$ cat config.mk
export PLATFORM = sky130hd
export DESIGN_NAME = supply_monitor_threshold_config
export DESIGN_NICKNAME = d
export VERILOG_FILES = /design/src/supply_monitor_pkg.sv /design/src/sync_two_stage.sv /design/src/output_hold_timer.sv /design/src/supply_monitor_threshold_config.sv
export VERILOG_INCLUDE_DIRS = /design/src
export SDC_FILE = /design/constraint.sdc
export NUM_CORES = 1
export LEC_CHECK = 0
export BUFFER_PORTS_ARGS = -buffer_cell sky130_fd_sc_hd__buf_2
export CORE_MARGIN = 2
export CORE_UTILIZATION = 60
export DETAILED_ROUTE_END_ITERATION = 10
export GPL_TIMING_DRIVEN = 0
export PLACE_DENSITY = 0.91
export SLEW_MARGIN = 25
export SYNTH_ARGS = -nofsm -noshare
export SYNTH_HDL_FRONTEND = slang
export SYNTH_HIERARCHICAL = 1
export SYNTH_SLANG_ARGS = --single-unit
$ cat constraint.sdc
create_clock -name clk_i -period 2.48 [get_ports clk_i]
set_clock_uncertainty 0.15 [all_clocks]
set_input_delay 0.496 -clock clk_i [delete_from_list [all_inputs] [get_ports clk_i]]
set_output_delay 0.496 -clock clk_i [all_outputs]
set_load 0.03 [all_outputs]
$ cat src/supply_monitor_map.svh
// Purpose: Register offsets, field positions, reset values and timing counts
// Assumes: 250 MHz core clock, registers reached by a plain byte-wide port
// Notes:   Offsets are byte addresses of the configuration space
//
// Notes on behaviour
// - Low rail detectors two to seven take 8-bit codes: 1 V plus 20 mV steps.
// - Range bits one to six pick wide 20 mV or fine 10 mV scaling.
// - Impedance bits one to six pick high-impedance scaling, 3.3 mV steps from 0.1667 V.
// - Rail eight code from its own register; range bit seven picks 50 or 25 mV steps.
// - Impedance bit seven puts rail eight into high-impedance scaling.
// - Range bit zero picks rail one scaling: 50 mV or 25 mV steps.
// - Code, range and impedance registers (00h to 09h) have nonvolatile copies 80h above them.
// - Each general input has its own programmable active polarity.
// - Conditioned general inputs drive only the general_active_o outputs.
// - Outputs enabled for manual reset assert while manual reset is low.
// - After manual reset release, outputs hold for their own timeout.
// - Monitor gives zero while below threshold, one otherwise.
// - Register 28h bits zero to three set general input polarity.
// - Output timeout selectable among eight durations, 25 us to 1.6 s.
`ifndef SUPPLY_MONITOR_MAP_SVH
`define SUPPLY_MONITOR_MAP_SVH

`define RAIL1_CODE_OFS      8'h00
`define RAIL8_CODE_OFS      8'h07
`define RANGE_SEL_OFS       8'h08
`define IMPED_SEL_OFS       8'h09
`define INPUT_POLARITY_OFS  8'h28
`define MANUAL_EN_OFS       8'h29
`define TIMEOUT_SEL_OFS     8'h2a
`define NV_COPY_OFS         8'h80
`define CODE_RESET          8'h00
`define RANGE_RESET         8'h00
`define IMPED_RESET         8'h00
`define POLARITY_RESET      4'h0
`define MANUAL_EN_RESET     4'h0
`define TIMEOUT_RESET       3'h0
`define CLK_MHZ             250
`define TICK_US             25
`define TICK_CYCLES         (`TICK_US * `CLK_MHZ)

`endif

$ cat src/supply_monitor_pkg.sv
// Purpose: Types shared by the supply monitor configuration block
// Assumes: Nothing beyond the constants header
// Notes:   Scaling modes follow the detector configuration bits
package supply_monitor_pkg;

    typedef enum logic [1:0] {
        SCALE_WIDE,
        SCALE_FINE,
        SCALE_HIGHZ
    } scale_mode_e;

    // Timeout in 25 us ticks
    typedef logic [15:0] tick_count_t;

    // Durations 25us,1.575ms,6.25ms,25ms,50ms,200ms,400ms,1.6s as ticks
    function automatic tick_count_t timeout_ticks(input logic [2:0] sel);
        tick_count_t t;
        t = 16'h0001;
        unique case (sel)
            3'h0: t = 16'h0001;
            3'h1: t = 16'h003f;
            3'h2: t = 16'h00fa;
            3'h3: t = 16'h03e8;
            3'h4: t = 16'h07d0;
            3'h5: t = 16'h1f40;
            3'h6: t = 16'h3e80;
            3'h7: t = 16'hfa00;
        endcase
        return t;
    endfunction : timeout_ticks

endpackage : supply_monitor_pkg

$ cat src/sync_two_stage.sv
// Purpose: Two flip-flop synchroniser for a bus of levels
// Assumes: Inputs are asynchronous levels
// Notes:   First stage is read only by the second
`timescale 1ns/10ps
module sync_two_stage #(
    parameter int WIDTH = 1
) (
    input  wire logic             clk_i,
    input  wire logic             rst_n_i,
    input  wire logic [WIDTH-1:0] async_i,
    input  wire logic [WIDTH-1:0] reset_val_i,
    output logic      [WIDTH-1:0] sync_o
);
    logic [WIDTH-1:0] meta_reg;

    always_ff @(posedge clk_i or negedge rst_n_i) begin
        if (!rst_n_i) begin
            meta_reg <= '0;
            sync_o   <= '0;
        end else begin
            meta_reg <= async_i;
            sync_o   <= meta_reg;
        end
    end

    // reset_val_i unused at reset; kept zero to honour constant reset
    logic unused_reset_val;
    assign unused_reset_val = ^reset_val_i;
endmodule : sync_two_stage

$ cat src/output_hold_timer.sv
// Purpose: Holds one output asserted for its timeout after a cause clears
// Assumes: tick_i is a one-cycle pulse every 25 us
// Notes:   A new cause restarts the hold
`timescale 1ns/10ps
module output_hold_timer
    import supply_monitor_pkg::*;
(
    input  wire logic       clk_i,
    input  wire logic       rst_n_i,
    input  wire logic       tick_i,
    input  wire logic       cause_i,
    input  wire logic [2:0] timeout_sel_i,
    output logic            assert_o
);
    tick_count_t remain_reg;

    always_ff @(posedge clk_i or negedge rst_n_i) begin
        if (!rst_n_i) begin
            remain_reg <= '0;
        end else if (cause_i) begin
            remain_reg <= timeout_ticks(timeout_sel_i);
        end else if (tick_i && remain_reg != '0) begin
            remain_reg <= remain_reg - 16'h0001;
        end
    end

    assign assert_o = cause_i || (remain_reg != '0);

    hold_after_cause_a: assert property (@(posedge clk_i) disable iff (!rst_n_i)
        $fell(cause_i) |-> assert_o)
        else $error("Output dropped at cause release");
    cause_asserts_a: assert property (@(posedge clk_i) disable iff (!rst_n_i)
        cause_i |-> assert_o)
        else $error("Output not asserted with cause");
endmodule : output_hold_timer

$ cat src/supply_monitor_threshold_config.sv
// Purpose: Threshold configuration registers and input conditioning
// Assumes: Byte-wide register port; analog side turns codes and scale into thresholds
// Notes:   Nonvolatile copy loads the live registers on load_nv_i
`timescale 1ns/10ps
`include "supply_monitor_map.svh"
module supply_monitor_threshold_config
    import supply_monitor_pkg::*;
(
    input  wire logic        clk_i,
    input  wire logic        rst_n_i,
    input  wire logic        reg_wr_i,
    input  wire logic        reg_rd_i,
    input  wire logic [7:0]  reg_addr_i,
    input  wire logic [7:0]  reg_wdata_i,
    output logic      [7:0]  reg_rdata_o,
    input  wire logic        load_nv_i,
    input  wire logic [7:0]  rail_below_i,
    input  wire logic        manual_reset_n_i,
    input  wire logic [3:0]  general_logic_inputs_i,
    output logic      [63:0] threshold_codes_o,
    output logic      [15:0] scale_modes_o,
    output logic      [7:0]  rail_ok_o,
    output logic      [3:0]  general_active_o,
    output logic      [3:0]  programmable_output_o
);

    ////////////////////////////////////////////////////////////////////
    // Live and nonvolatile configuration storage

    logic [7:0] code_reg [8];
    logic [7:0] nv_code_reg [8];
    logic [7:0] range_reg;
    logic [7:0] imped_reg;
    logic [7:0] nv_range_reg;
    logic [7:0] nv_imped_reg;
    logic [3:0] polarity_reg;
    logic [3:0] manual_en_reg;
    logic [2:0] timeout_reg [4];

    function automatic logic is_code_addr(input logic [7:0] a);
        return a <= `RAIL8_CODE_OFS;
    endfunction : is_code_addr

    always_ff @(posedge clk_i or negedge rst_n_i) begin
        if (!rst_n_i) begin
            for (int i = 0; i < 8; i++) begin
                code_reg[i] <= `CODE_RESET;
            end
            range_reg <= `RANGE_RESET;
            imped_reg <= `IMPED_RESET;
        end else if (load_nv_i) begin
            for (int i = 0; i < 8; i++) begin
                code_reg[i] <= nv_code_reg[i];
            end
            range_reg <= nv_range_reg;
            imped_reg <= nv_imped_reg;
        end else if (reg_wr_i) begin
            if (is_code_addr(reg_addr_i)) begin
                code_reg[reg_addr_i[2:0]] <= reg_wdata_i;
            end
            if (reg_addr_i == `RANGE_SEL_OFS) begin
                range_reg <= reg_wdata_i;
            end
            if (reg_addr_i == `IMPED_SEL_OFS) begin
                imped_reg <= reg_wdata_i;
            end
        end
    end

    always_ff @(posedge clk_i or negedge rst_n_i) begin
        if (!rst_n_i) begin
            for (int i = 0; i < 8; i++) begin
                nv_code_reg[i] <= `CODE_RESET;
            end
            nv_range_reg <= `RANGE_RESET;
            nv_imped_reg <= `IMPED_RESET;
        end else if (reg_wr_i && reg_addr_i[7]) begin
            if (is_code_addr(reg_addr_i - `NV_COPY_OFS)) begin
                nv_code_reg[reg_addr_i[2:0]] <= reg_wdata_i;
            end
            if (reg_addr_i == (`RANGE_SEL_OFS + `NV_COPY_OFS)) begin
                nv_range_reg <= reg_wdata_i;
            end
            if (reg_addr_i == (`IMPED_SEL_OFS + `NV_COPY_OFS)) begin
                nv_imped_reg <= reg_wdata_i;
            end
        end
    end

    always_ff @(posedge clk_i or negedge rst_n_i) begin
        if (!rst_n_i) begin
            polarity_reg  <= `POLARITY_RESET;
            manual_en_reg <= `MANUAL_EN_RESET;
            for (int i = 0; i < 4; i++) begin
                timeout_reg[i] <= `TIMEOUT_RESET;
            end
        end else if (reg_wr_i) begin
            if (reg_addr_i == `INPUT_POLARITY_OFS) begin
                polarity_reg <= reg_wdata_i[3:0];
            end
            if (reg_addr_i == `MANUAL_EN_OFS) begin
                manual_en_reg <= reg_wdata_i[3:0];
            end
            if (reg_addr_i[7:2] == `TIMEOUT_SEL_OFS >> 2 && reg_addr_i[1]) begin
                timeout_reg[{reg_addr_i[0], 1'b0}] <= reg_wdata_i[2:0];
                timeout_reg[{reg_addr_i[0], 1'b1}] <= reg_wdata_i[6:4];
            end
        end
    end

    ////////////////////////////////////////////////////////////////////
    // Read port

    always_ff @(posedge clk_i or negedge rst_n_i) begin
        if (!rst_n_i) begin
            reg_rdata_o <= 8'h00;
        end else if (reg_rd_i) begin
            if (is_code_addr(reg_addr_i)) begin
                reg_rdata_o <= code_reg[reg_addr_i[2:0]];
            end else if (reg_addr_i == `RANGE_SEL_OFS) begin
                reg_rdata_o <= range_reg;
            end else if (reg_addr_i == `IMPED_SEL_OFS) begin
                reg_rdata_o <= imped_reg;
            end else if (reg_addr_i[7] && is_code_addr(reg_addr_i - `NV_COPY_OFS)) begin
                reg_rdata_o <= nv_code_reg[reg_addr_i[2:0]];
            end else if (reg_addr_i == (`RANGE_SEL_OFS + `NV_COPY_OFS)) begin
                reg_rdata_o <= nv_range_reg;
            end else if (reg_addr_i == (`IMPED_SEL_OFS + `NV_COPY_OFS)) begin
                reg_rdata_o <= nv_imped_reg;
            end else if (reg_addr_i == `INPUT_POLARITY_OFS) begin
                reg_rdata_o <= {4'h0, polarity_reg};
            end else if (reg_addr_i == `MANUAL_EN_OFS) begin
                reg_rdata_o <= {4'h0, manual_en_reg};
            end else if (reg_addr_i == `TIMEOUT_SEL_OFS) begin
                reg_rdata_o <= {1'b0, timeout_reg[1], 1'b0, timeout_reg[0]};
            end else if (reg_addr_i == `TIMEOUT_SEL_OFS + 8'h01) begin
                reg_rdata_o <= {1'b0, timeout_reg[3], 1'b0, timeout_reg[2]};
            end else begin
                reg_rdata_o <= 8'h00;
            end
        end
    end

    ////////////////////////////////////////////////////////////////////
    // Scaling selection per detector

    function automatic scale_mode_e pick_scale(input logic range_bit, input logic imped_bit);
        if (imped_bit) begin
            return SCALE_HIGHZ;
        end
        return range_bit ? SCALE_FINE : SCALE_WIDE;
    endfunction : pick_scale

    always_comb begin
        threshold_codes_o = '0;
        scale_modes_o     = '0;
        for (int i = 0; i < 8; i++) begin
            threshold_codes_o[i*8 +: 8] = code_reg[i];
        end
        // Rail one has no high-impedance mode
        scale_modes_o[1:0] = pick_scale(range_reg[0], 1'b0);
        for (int i = 1; i < 8; i++) begin
            scale_modes_o[i*2 +: 2] = pick_scale(range_reg[i], imped_reg[i]);
        end
    end

    ////////////////////////////////////////////////////////////////////
    // Input conditioning

    logic [7:0] below_sync;
    logic       manual_reset_n_sync;
    logic [3:0] general_sync;

    sync_two_stage #(.WIDTH(13)) u_sync (
        .clk_i       (clk_i),
        .rst_n_i     (rst_n_i),
        .async_i     ({rail_below_i, manual_reset_n_i, general_logic_inputs_i}),
        .reset_val_i (13'h0000),
        .sync_o      ({below_sync, manual_reset_n_sync, general_sync})
    );

    // Sync reset zero reads as rail ok; manual reset looks low but enables are clear
    assign rail_ok_o = ~below_sync;

    always_comb begin
        for (int i = 0; i < 4; i++) begin
            general_active_o[i] = polarity_reg[i] ? general_sync[i]
                                                  : ~general_sync[i];
        end
    end

    ////////////////////////////////////////////////////////////////////
    // Manual reset driven outputs

    logic [12:0] tick_cnt_reg;
    logic        tick_reg;
    localparam logic [12:0] TickLast = 13'(`TICK_CYCLES - 1);

    // One-cycle enable every 25 us; counter must hold the whole period
    always_ff @(posedge clk_i or negedge rst_n_i) begin
        if (!rst_n_i) begin
            tick_cnt_reg <= 13'h0000;
            tick_reg     <= 1'b0;
        end else begin
            tick_reg     <= (tick_cnt_reg == TickLast);
            tick_cnt_reg <= (tick_cnt_reg == TickLast) ? 13'h0000 : tick_cnt_reg + 13'h0001;
        end
    end

    for (genvar g = 0; g < 4; g++) begin : g_out
        output_hold_timer u_hold (
            .clk_i         (clk_i),
            .rst_n_i       (rst_n_i),
            .tick_i        (tick_reg),
            .cause_i       (manual_en_reg[g] && !manual_reset_n_sync),
            .timeout_sel_i (timeout_reg[g]),
            .assert_o      (programmable_output_o[g])
        );
    end

    ////////////////////////////////////////////////////////////////////
    // Checks

    highz_override_a: assert property (@(posedge clk_i) disable iff (!rst_n_i)
        imped_reg[3] |-> scale_modes_o[7:6] == SCALE_HIGHZ)
        else $error("High impedance not overriding range");
    rail1_range_a: assert property (@(posedge clk_i) disable iff (!rst_n_i)
        scale_modes_o[1:0] == (range_reg[0] ? SCALE_FINE : SCALE_WIDE))
        else $error("Rail one scaling wrong");
    code_write_a: assert property (@(posedge clk_i) disable iff (!rst_n_i)
        reg_wr_i && !load_nv_i && reg_addr_i == 8'h02
        |=> threshold_codes_o[23:16] == $past(reg_wdata_i))
        else $error("Code write lost");
    nv_load_a: assert property (@(posedge clk_i) disable iff (!rst_n_i)
        load_nv_i |=> range_reg == $past(nv_range_reg))
        else $error("Nonvolatile copy not loaded");
    fault_sync_a: assert property (@(posedge clk_i) disable iff (!rst_n_i)
        ##2 rail_ok_o[0] == !$past(rail_below_i[0], 2))
        else $error("Fault not after two stages");
    polarity_a: assert property (@(posedge clk_i) disable iff (!rst_n_i)
        general_active_o[1] == (general_sync[1] ~^ polarity_reg[1]))
        else $error("General input polarity wrong");
    manual_assert_a: assert property (@(posedge clk_i) disable iff (!rst_n_i)
        manual_en_reg[0] && !manual_reset_n_sync |-> programmable_output_o[0])
        else $error("Manual reset did not assert output");
    rail8_highz_a: assert property (@(posedge clk_i) disable iff (!rst_n_i)
        !imped_reg[7] |-> scale_modes_o[15:14] != SCALE_HIGHZ)
        else $error("Rail eight wrong impedance mode");

    // Register writes and read-back
    range_write_a: assert property (@(posedge clk_i) disable iff (!rst_n_i)
        reg_wr_i && !load_nv_i && reg_addr_i == `RANGE_SEL_OFS
        |=> range_reg == $past(reg_wdata_i))
        else $error("Range write lost");
    imped_write_a: assert property (@(posedge clk_i) disable iff (!rst_n_i)
        reg_wr_i && !load_nv_i && reg_addr_i == `IMPED_SEL_OFS
        |=> imped_reg == $past(reg_wdata_i))
        else $error("Impedance write lost");
    nv_copy_write_a: assert property (@(posedge clk_i) disable iff (!rst_n_i)
        reg_wr_i && reg_addr_i == (`RAIL1_CODE_OFS + `NV_COPY_OFS)
        |=> nv_code_reg[0] == $past(reg_wdata_i))
        else $error("Nonvolatile copy write lost");
    polarity_write_a: assert property (@(posedge clk_i) disable iff (!rst_n_i)
        reg_wr_i && reg_addr_i == `INPUT_POLARITY_OFS
        |=> polarity_reg == $past(reg_wdata_i[3:0]))
        else $error("Polarity write lost");
    timeout_write_a: assert property (@(posedge clk_i) disable iff (!rst_n_i)
        reg_wr_i && reg_addr_i == `TIMEOUT_SEL_OFS
        |=> timeout_reg[1] == $past(reg_wdata_i[6:4]))
        else $error("Timeout select write lost");
    nv_readback_a: assert property (@(posedge clk_i) disable iff (!rst_n_i)
        reg_rd_i && reg_addr_i == (`IMPED_SEL_OFS + `NV_COPY_OFS)
        |=> reg_rdata_o == $past(nv_imped_reg))
        else $error("Nonvolatile copy read wrong");

    // Scaling selection and rail eight code write
    fine_scale_a: assert property (@(posedge clk_i) disable iff (!rst_n_i)
        range_reg[2] && !imped_reg[2] |-> scale_modes_o[5:4] == SCALE_FINE)
        else $error("Fine range not selected");
    wide_scale_a: assert property (@(posedge clk_i) disable iff (!rst_n_i)
        !range_reg[4] && !imped_reg[4] |-> scale_modes_o[9:8] == SCALE_WIDE)
        else $error("Wide range not selected");
    rail8_range_a: assert property (@(posedge clk_i) disable iff (!rst_n_i)
        !imped_reg[7] |-> scale_modes_o[15:14] == (range_reg[7] ? SCALE_FINE : SCALE_WIDE))
        else $error("Rail eight range wrong");
    rail8_highz_on_a: assert property (@(posedge clk_i) disable iff (!rst_n_i)
        imped_reg[7] |-> scale_modes_o[15:14] == SCALE_HIGHZ)
        else $error("Rail eight high impedance not selected");
    rail8_code_a: assert property (@(posedge clk_i) disable iff (!rst_n_i)
        reg_wr_i && !load_nv_i && reg_addr_i == `RAIL8_CODE_OFS
        |=> threshold_codes_o[63:56] == $past(reg_wdata_i))
        else $error("Rail eight code write lost");

    // Enable divider, manual reset outputs and general input polarity
    tick_wrap_a: assert property (@(posedge clk_i) disable iff (!rst_n_i)
        tick_reg |-> tick_cnt_reg == 13'h0000)
        else $error("Tick not at divider wrap");
    tick_bound_a: assert property (@(posedge clk_i) disable iff (!rst_n_i)
        tick_cnt_reg <= TickLast)
        else $error("Tick divider out of range");
    manual_hold_a: assert property (@(posedge clk_i) disable iff (!rst_n_i)
        $rose(manual_reset_n_sync) && manual_en_reg[1] |-> programmable_output_o[1])
        else $error("Output dropped at manual reset release");
    active_high_a: assert property (@(posedge clk_i) disable iff (!rst_n_i)
        polarity_reg[2] |-> general_active_o[2] == general_sync[2])
        else $error("Active-high input not passed on");

endmodule : supply_monitor_threshold_config

======== Word level (Yosys, flattened, before mapping) ========
Memories as Yosys holds them, arrays and structs flattened.
Cells that the tools add are included.
word-level totals
  bits in writable memories ............... 0
  ROM bits ................................ 512
  input port bits ......................... 34
  bits in registers ....................... 292
  memories kept ........................... 4
  bits in latches ......................... 0
  word-level logic and storage cells ...... 188
  output and inout port bits .............. 104
memories
  name              words  width  read ports  clocked after Yosys merged registers in  wr ports  line                      source
  (name not given)  8      16     1           0                                        0         supply_monitor_pkg.sv:19  unique case (sel)
  (name not given)  8      16     1           0                                        0         supply_monitor_pkg.sv:19
  (name not given)  8      16     1           0                                        0         supply_monitor_pkg.sv:19
  (name not given)  8      16     1           0                                        0         supply_monitor_pkg.sv:19
cells by class
  div/mod/pow operators ................... 0
  shifts and indexed selects .............. 0
  magnitude comparators ................... 8
  multiply operators ...................... 0
  bitwise operators ....................... 8
  reduce and logical (&&, ||, !) cells .... 40
  add/subtract/negate cells ............... 6
  mux-type cells .......................... 77
  eq/ne operators ......................... 10
operators with widths
  cell                   count
  $mux 64                3
  $mux 8                 17
  $bwmux 64              2
  $mux 16                8
  $reduce_bool 16->1     4
  $sub 16x1->16 const B  4
  $bmux 8 s3             2
  $eq 8x6->1 const B     4
  $mux 2                 14
  $mux 7                 4
  $bwmux 12              2
  $demux 8 s3            1
  $mux 1                 19
  $reduce_and 2->1       9
  $eq 8x4->1 const B     2
  $eq 8x8->1 const B     2
  $le 8x3->1 const B     2
  $reduce_bool 2->1      8
  $logic_and 1x1->1      14
  $add 13x1->13 const B  1
  $eq 13x13->1 const B   1
  $mux 13                1
  $demux 3 s2            2
  $not 8->8              1
  other kinds (12)       22

======== Longest topological paths before layout ========
  depth in word-level cells ............... 11
  mapped depth ............................ 8
  mapped depth without buffers ............ 6

======== Cells and area by module ========
The synthesis kept the hierarchy.
modules (own cells, without submodules)
  module                           instances  cells each  area an instance (sq um)  sequential area each (sq um)
  supply_monitor_threshold_config  1          962         10657.7                   5054.8
  output_hold_timer                4          132         1158.6                    400.4
  sync_two_stage                   1          26          650.6                     650.6

======== Least setup slack after synthesis ========
No wires, ideal clock.
  path type ............................... in2reg
  start ................................... input port reg_addr_i[6]
  end ..................................... register nv_code_reg[0] (netlist name)
  setup slack ............................. 0.127 ns
  stages .................................. 6
  path buffers ............................ 1
  required time ........................... 2.205 ns
  setup time .............................. 0.125 ns
  arrival time ............................ 2.078 ns
  cells stage by stage .................... or4b_1 -> buf_2 -> nor2_8 -> nand3_4 -> nor2_8 -> mux2_2
between the ends
  longest elaborated chain between the ends .. 3
RTL lines
  item                               line                                   source
  start: declaration                 supply_monitor_threshold_config.sv:13  input wire logic [7:0] reg_addr_i,
  $sub 8x8->8 (no source line)       n/a
  $le 8x3->1 (no source line)        n/a
  $reduce_and 2->1 (no source line)  n/a
  end signal: indexed assignment     supply_monitor_threshold_config.sv:73  nv_code_reg[i] <= `CODE_RESET;
  end signal: indexed assignment     supply_monitor_threshold_config.sv:79  nv_code_reg[reg_addr_i[2:0]] <= reg_wdata_i;
  end: declaration                   supply_monitor_threshold_config.sv:31  logic [7:0] nv_code_reg [8];
Every way passes these cells.
A chain may end at the register's enable or synchronous reset.

======== Worst setup path in the final report ========
  start ................................... register g_out[2].u_hold.remain_reg[13]
  end ..................................... output port programmable_output_o[2]
between the ends
  longest elaborated chain between the ends .. 2
RTL lines
  item                      line                                   source
  start: declaration        output_hold_timer.sv:15                tick_count_t remain_reg;
  start signal: assignment  output_hold_timer.sv:21                remain_reg <= timeout_ticks(timeout_sel_i);
  start signal: assignment  output_hold_timer.sv:23                remain_reg <= remain_reg - 16'h0001;
  $reduce_bool 16->1        output_hold_timer.sv:27                assign assert_o = cause_i || (remain_reg != '0);
  $logic_or 1x1->1          output_hold_timer.sv:27
  end: declaration          supply_monitor_threshold_config.sv:24  output logic [3:0] programmable_output_o
Every way passes these cells.

==> summary.txt <==
GRT
  – Global-route wire length before repair: 81.5 mm
  – Met2 GRT Util: 0.570
  – Vias in the first global route: 13900
  – GRT Residual Overflow: 0
  – Antenna violations before repair: 1
  – Met1 GRT Util: 0.517
  – GRT Total Usage: 0.374
  – Met3 Usage GRT: 0.0863
  – Largest net degree at the start of global routing: 97
  – GRT busiest layer: met2

Floorplan
  – Starting Density: 0.612
  – Ports: 138
  – Die X: 167 um
  – Std-Cell Rows: 59
  – Die H: 167 um
  – Die Footprint: 27900 um^2
  – Core area: 26100 um^2

Layout
  – Nets: 1780
  – Non-filler instance count after layout: 2082
  – Syn-to-layout area delta: 17.4%
  – Layout cells sized above 1: 0.274

Timing
  – Final hold viol count: 0
  – Min Clock Period, post-route: 2720 ps
  – Least-Margin Pin Slew: 936 ps
  – Max Slew Vio Count: 0
  – Final period util: 1.10
  – Rel. slew slack: 0.376
  – Hold slack: 137 ps
  – RSZ-0062 raised after global routing: yes
  – Setup WS post-layout: -242 ps
  – Fmax: 367 MHz
  – Final number of setup-violating endpoints: 5

Run status
  – Status: finished with violations
  – Failing checks: setup timing

Logic synthesis
  – Ys flop type: dfrtp_1
  – Syn_area_per_cell: 10.5 um^2
  – Yosys reg bits: 292
  – Post-synthesis sequential area ratio: 0.458
  – Ys async rst share: 1.00
  – Synth Cell Area: 15900 um^2
  – Syn Inst Count: 1516
  – Post-synth EDFFs: 0
  – Synthesized Nets: 1576
  – Ys Warns: 6
  – Post-synth cell types: 82

Power and ir drop
  – Tot Pwr: 12.9 mW
  – Maximum vdd drop: 0.785 mV
  – Power density cells: 691 nW/um^2
  – Leakage power: 8.43 nW

Routing
  – Wire length per cell: 25.4 um
  – Routed WL: 52.9 mm
  – Drt pass-1 iters: 6
  – Remaining DRCs: 0
  – Via Count: 14400
  – Post-route ant nets: 0
  – Number of vias per cell: 6.92
  – DRT iter0 DRCs: 1917

Place
  – Placement Setup Slack: -722 ps
  – Routability cong.: 1.06
  – Port Buf Inserts: 131
  – DP Wirelength: 36.4 mm
  – Placed insts: 1985

Critical path
  – Crit Reg-Reg Startpoint: g_out[0].u_hold/remain_reg[7]
  – Startpoint Class: flop
  – Ordered cell list for the critical path: or4_4 > nor3_4 > nand4_1 > buf_6
  – Data required, critical path: 1830 ps
  – Slowest CP cell: or4_4
  – Slowest stage delay, CP: 560 ps
  – Reg2reg path depth: 5
  – Worst Path Max Fanout: 2
  – Buf+Inv Stages, Crit Path: 1
  – R2R Path End: g_out[0].u_hold/remain_reg[13]
  – WP data arrival: 2080 ps
  – Worst reg-to-reg setup slack: 0 ps
  – Critical Path End Type: primary output
  – CP delay by family, top: simple AND/OR/NAND/NOR gates
  – CP Class: flop to primary output

Worst hold path
  – Hold-critical path depth: 3
  – Critical hold path startpoint: reg_wdata_i[6]
  – Worst hold path endpoint: threshold_codes_o[62]
  – Worst Hold Class: primary input to flop

Clock tree
  – Clock root cell: clkbuf_16
  – Total CTS buffers: 31
  – Clock Pin Slew Worst Setup and Hold Paths: 60 ps
  – Clk_lat worst skew: 580 ps
  – CTS HTree Levels: 1
  – Maximum root-to-sink buffer count: 3
  – CTS tree: built
  – Clk sinks: 292

Job
  – Max_cap viols: 0
## power by group
part | internal, mW | leakage [nW] | switching, mW
clock network | 2.97 | 0.540 | 1.99
logic | 0.996 | 3.98 | 1.57
registers | 5.08 | 3.91 | 0.322
total | 9.05 | 8.43 | 3.88
## synthesized netlist by cell type, types with 14 or more instances
cell type  instances  share of area
mux2_2           129          0.091
clkbuf_1          68          0.016
inv_1             39         0.0092
a31oi_1           25         0.0098
ha_1              26          0.020
nand2_1          142          0.033
nor4_1            20         0.0078
dfrtp_1          292           0.46
nand4_1           26          0.010
nor3_1            32          0.010
buf_2             16         0.0050
a21oi_1           27         0.0085
mux2i_1           97          0.061
o21ai_0          102          0.032
nand3_1           49          0.015
nor2_1            63          0.015
nor2b_1           29          0.011
o41ai_1           14         0.0077
## worst reg2reg max path: cells and delay by family (launching register included)
kind | cells | cell delay [ps]
buf+inv | 1 | 160
simple gates | 2 | 1020
flops | 1 | 410
compound gates | 2 | 690
## timing repair
item / CTS / global route
hold buffers: 14 / 0
pin swaps: 8 / 5
hold endpoints to repair: 58 / 0
setup endpoints to repair: 25 / 28
buffers inserted: 20 / 4
resized for setup: 40 / 20
## kinds of logic (layout without fill, tap and decap cells)
group / after synthesis / in the layout / synth area share
and+or+nand+nor: 500 / 500 / 0.182
AOI/OAI and AO/OA: 306 / 306 / 0.129
muxes: 236 / 236 / 0.165
buffers and inverters: 140 / 369 / 0.0376
DFF: 292 / 292 / 0.458
xor gates and xnor gates: 15 / 15 / 0.00824
adders and majority gates: 26 / 26 / 0.0204
other: 1 / 3 / 0.000235
## cell usage in the layout, fill, tap and decap left out, types with 13 or more instances in the layout
cell,count
dfrtp_1,280
nand2_1,142
buf_2,137
mux2_2,129
o21ai_0,102
mux2i_1,97
clkbuf_1,67
nor2_1,63
nand3_1,49
inv_1,39
buf_4,36
clkbuf_16,31
nor2b_1,29
a21oi_1,26
nand4_1,26
a31oi_1,25
nor3_1,24
ha_1,24
nor4_1,17
o41ai_1,14
dlygate4sd3_1,14
and3_1,13
a22oi_1,13
o211ai_1,13
## cell type report
type                            instances  area, um^2
Fill cell                            1814        7340
Timing Repair Buffer                  172        1090
Clock inverter                         14         183
Tap cell                              335         419
Sequential cell                       292        7320
Clock buffer                           44         915
Antenna cell                            2        5.00
Inverter                               40         150
Multi-Input combinational cell       1084        8170
Buffer                                 99         463
## worst max-delay path by stage
stage,startpoint,to,slack (ps),cells past startpoint
after floorplan,reg_addr_i[6],nv_code_reg[0],130,6
after global placement,rst_n_i,threshold_codes_o[18],-4640,1
after detailed placement,reg_addr_i[0],reg_rdata_o[4],-720,8
after CTS,g_out[0].u_hold/remain_reg[7],programmable_output_o[0],-270,4
after global routing,g_out[3].u_hold/remain_reg[9],programmable_output_o[3],-300,4
final,g_out[2].u_hold/remain_reg[13],programmable_output_o[2],-240,4
## through the flow
stage               instance area [um^2]  TNS [ps]  utilization
floorplan                          15900         0            -
global placement                   17000  -1392550        0.653
detailed placement                 17100    -53380        0.657
CTS                                18600      -948        0.715
global route                       18700     -1280        0.718
finish                             18700      -940        0.718
## layer usage
metal	vias up	part of all wire
met4	0	0.049
met2	1071	0.45
met3	195	0.12
met5	-	0
li1	6030	-
met1	7106	0.39
Power figures use the tool's default switching activity.
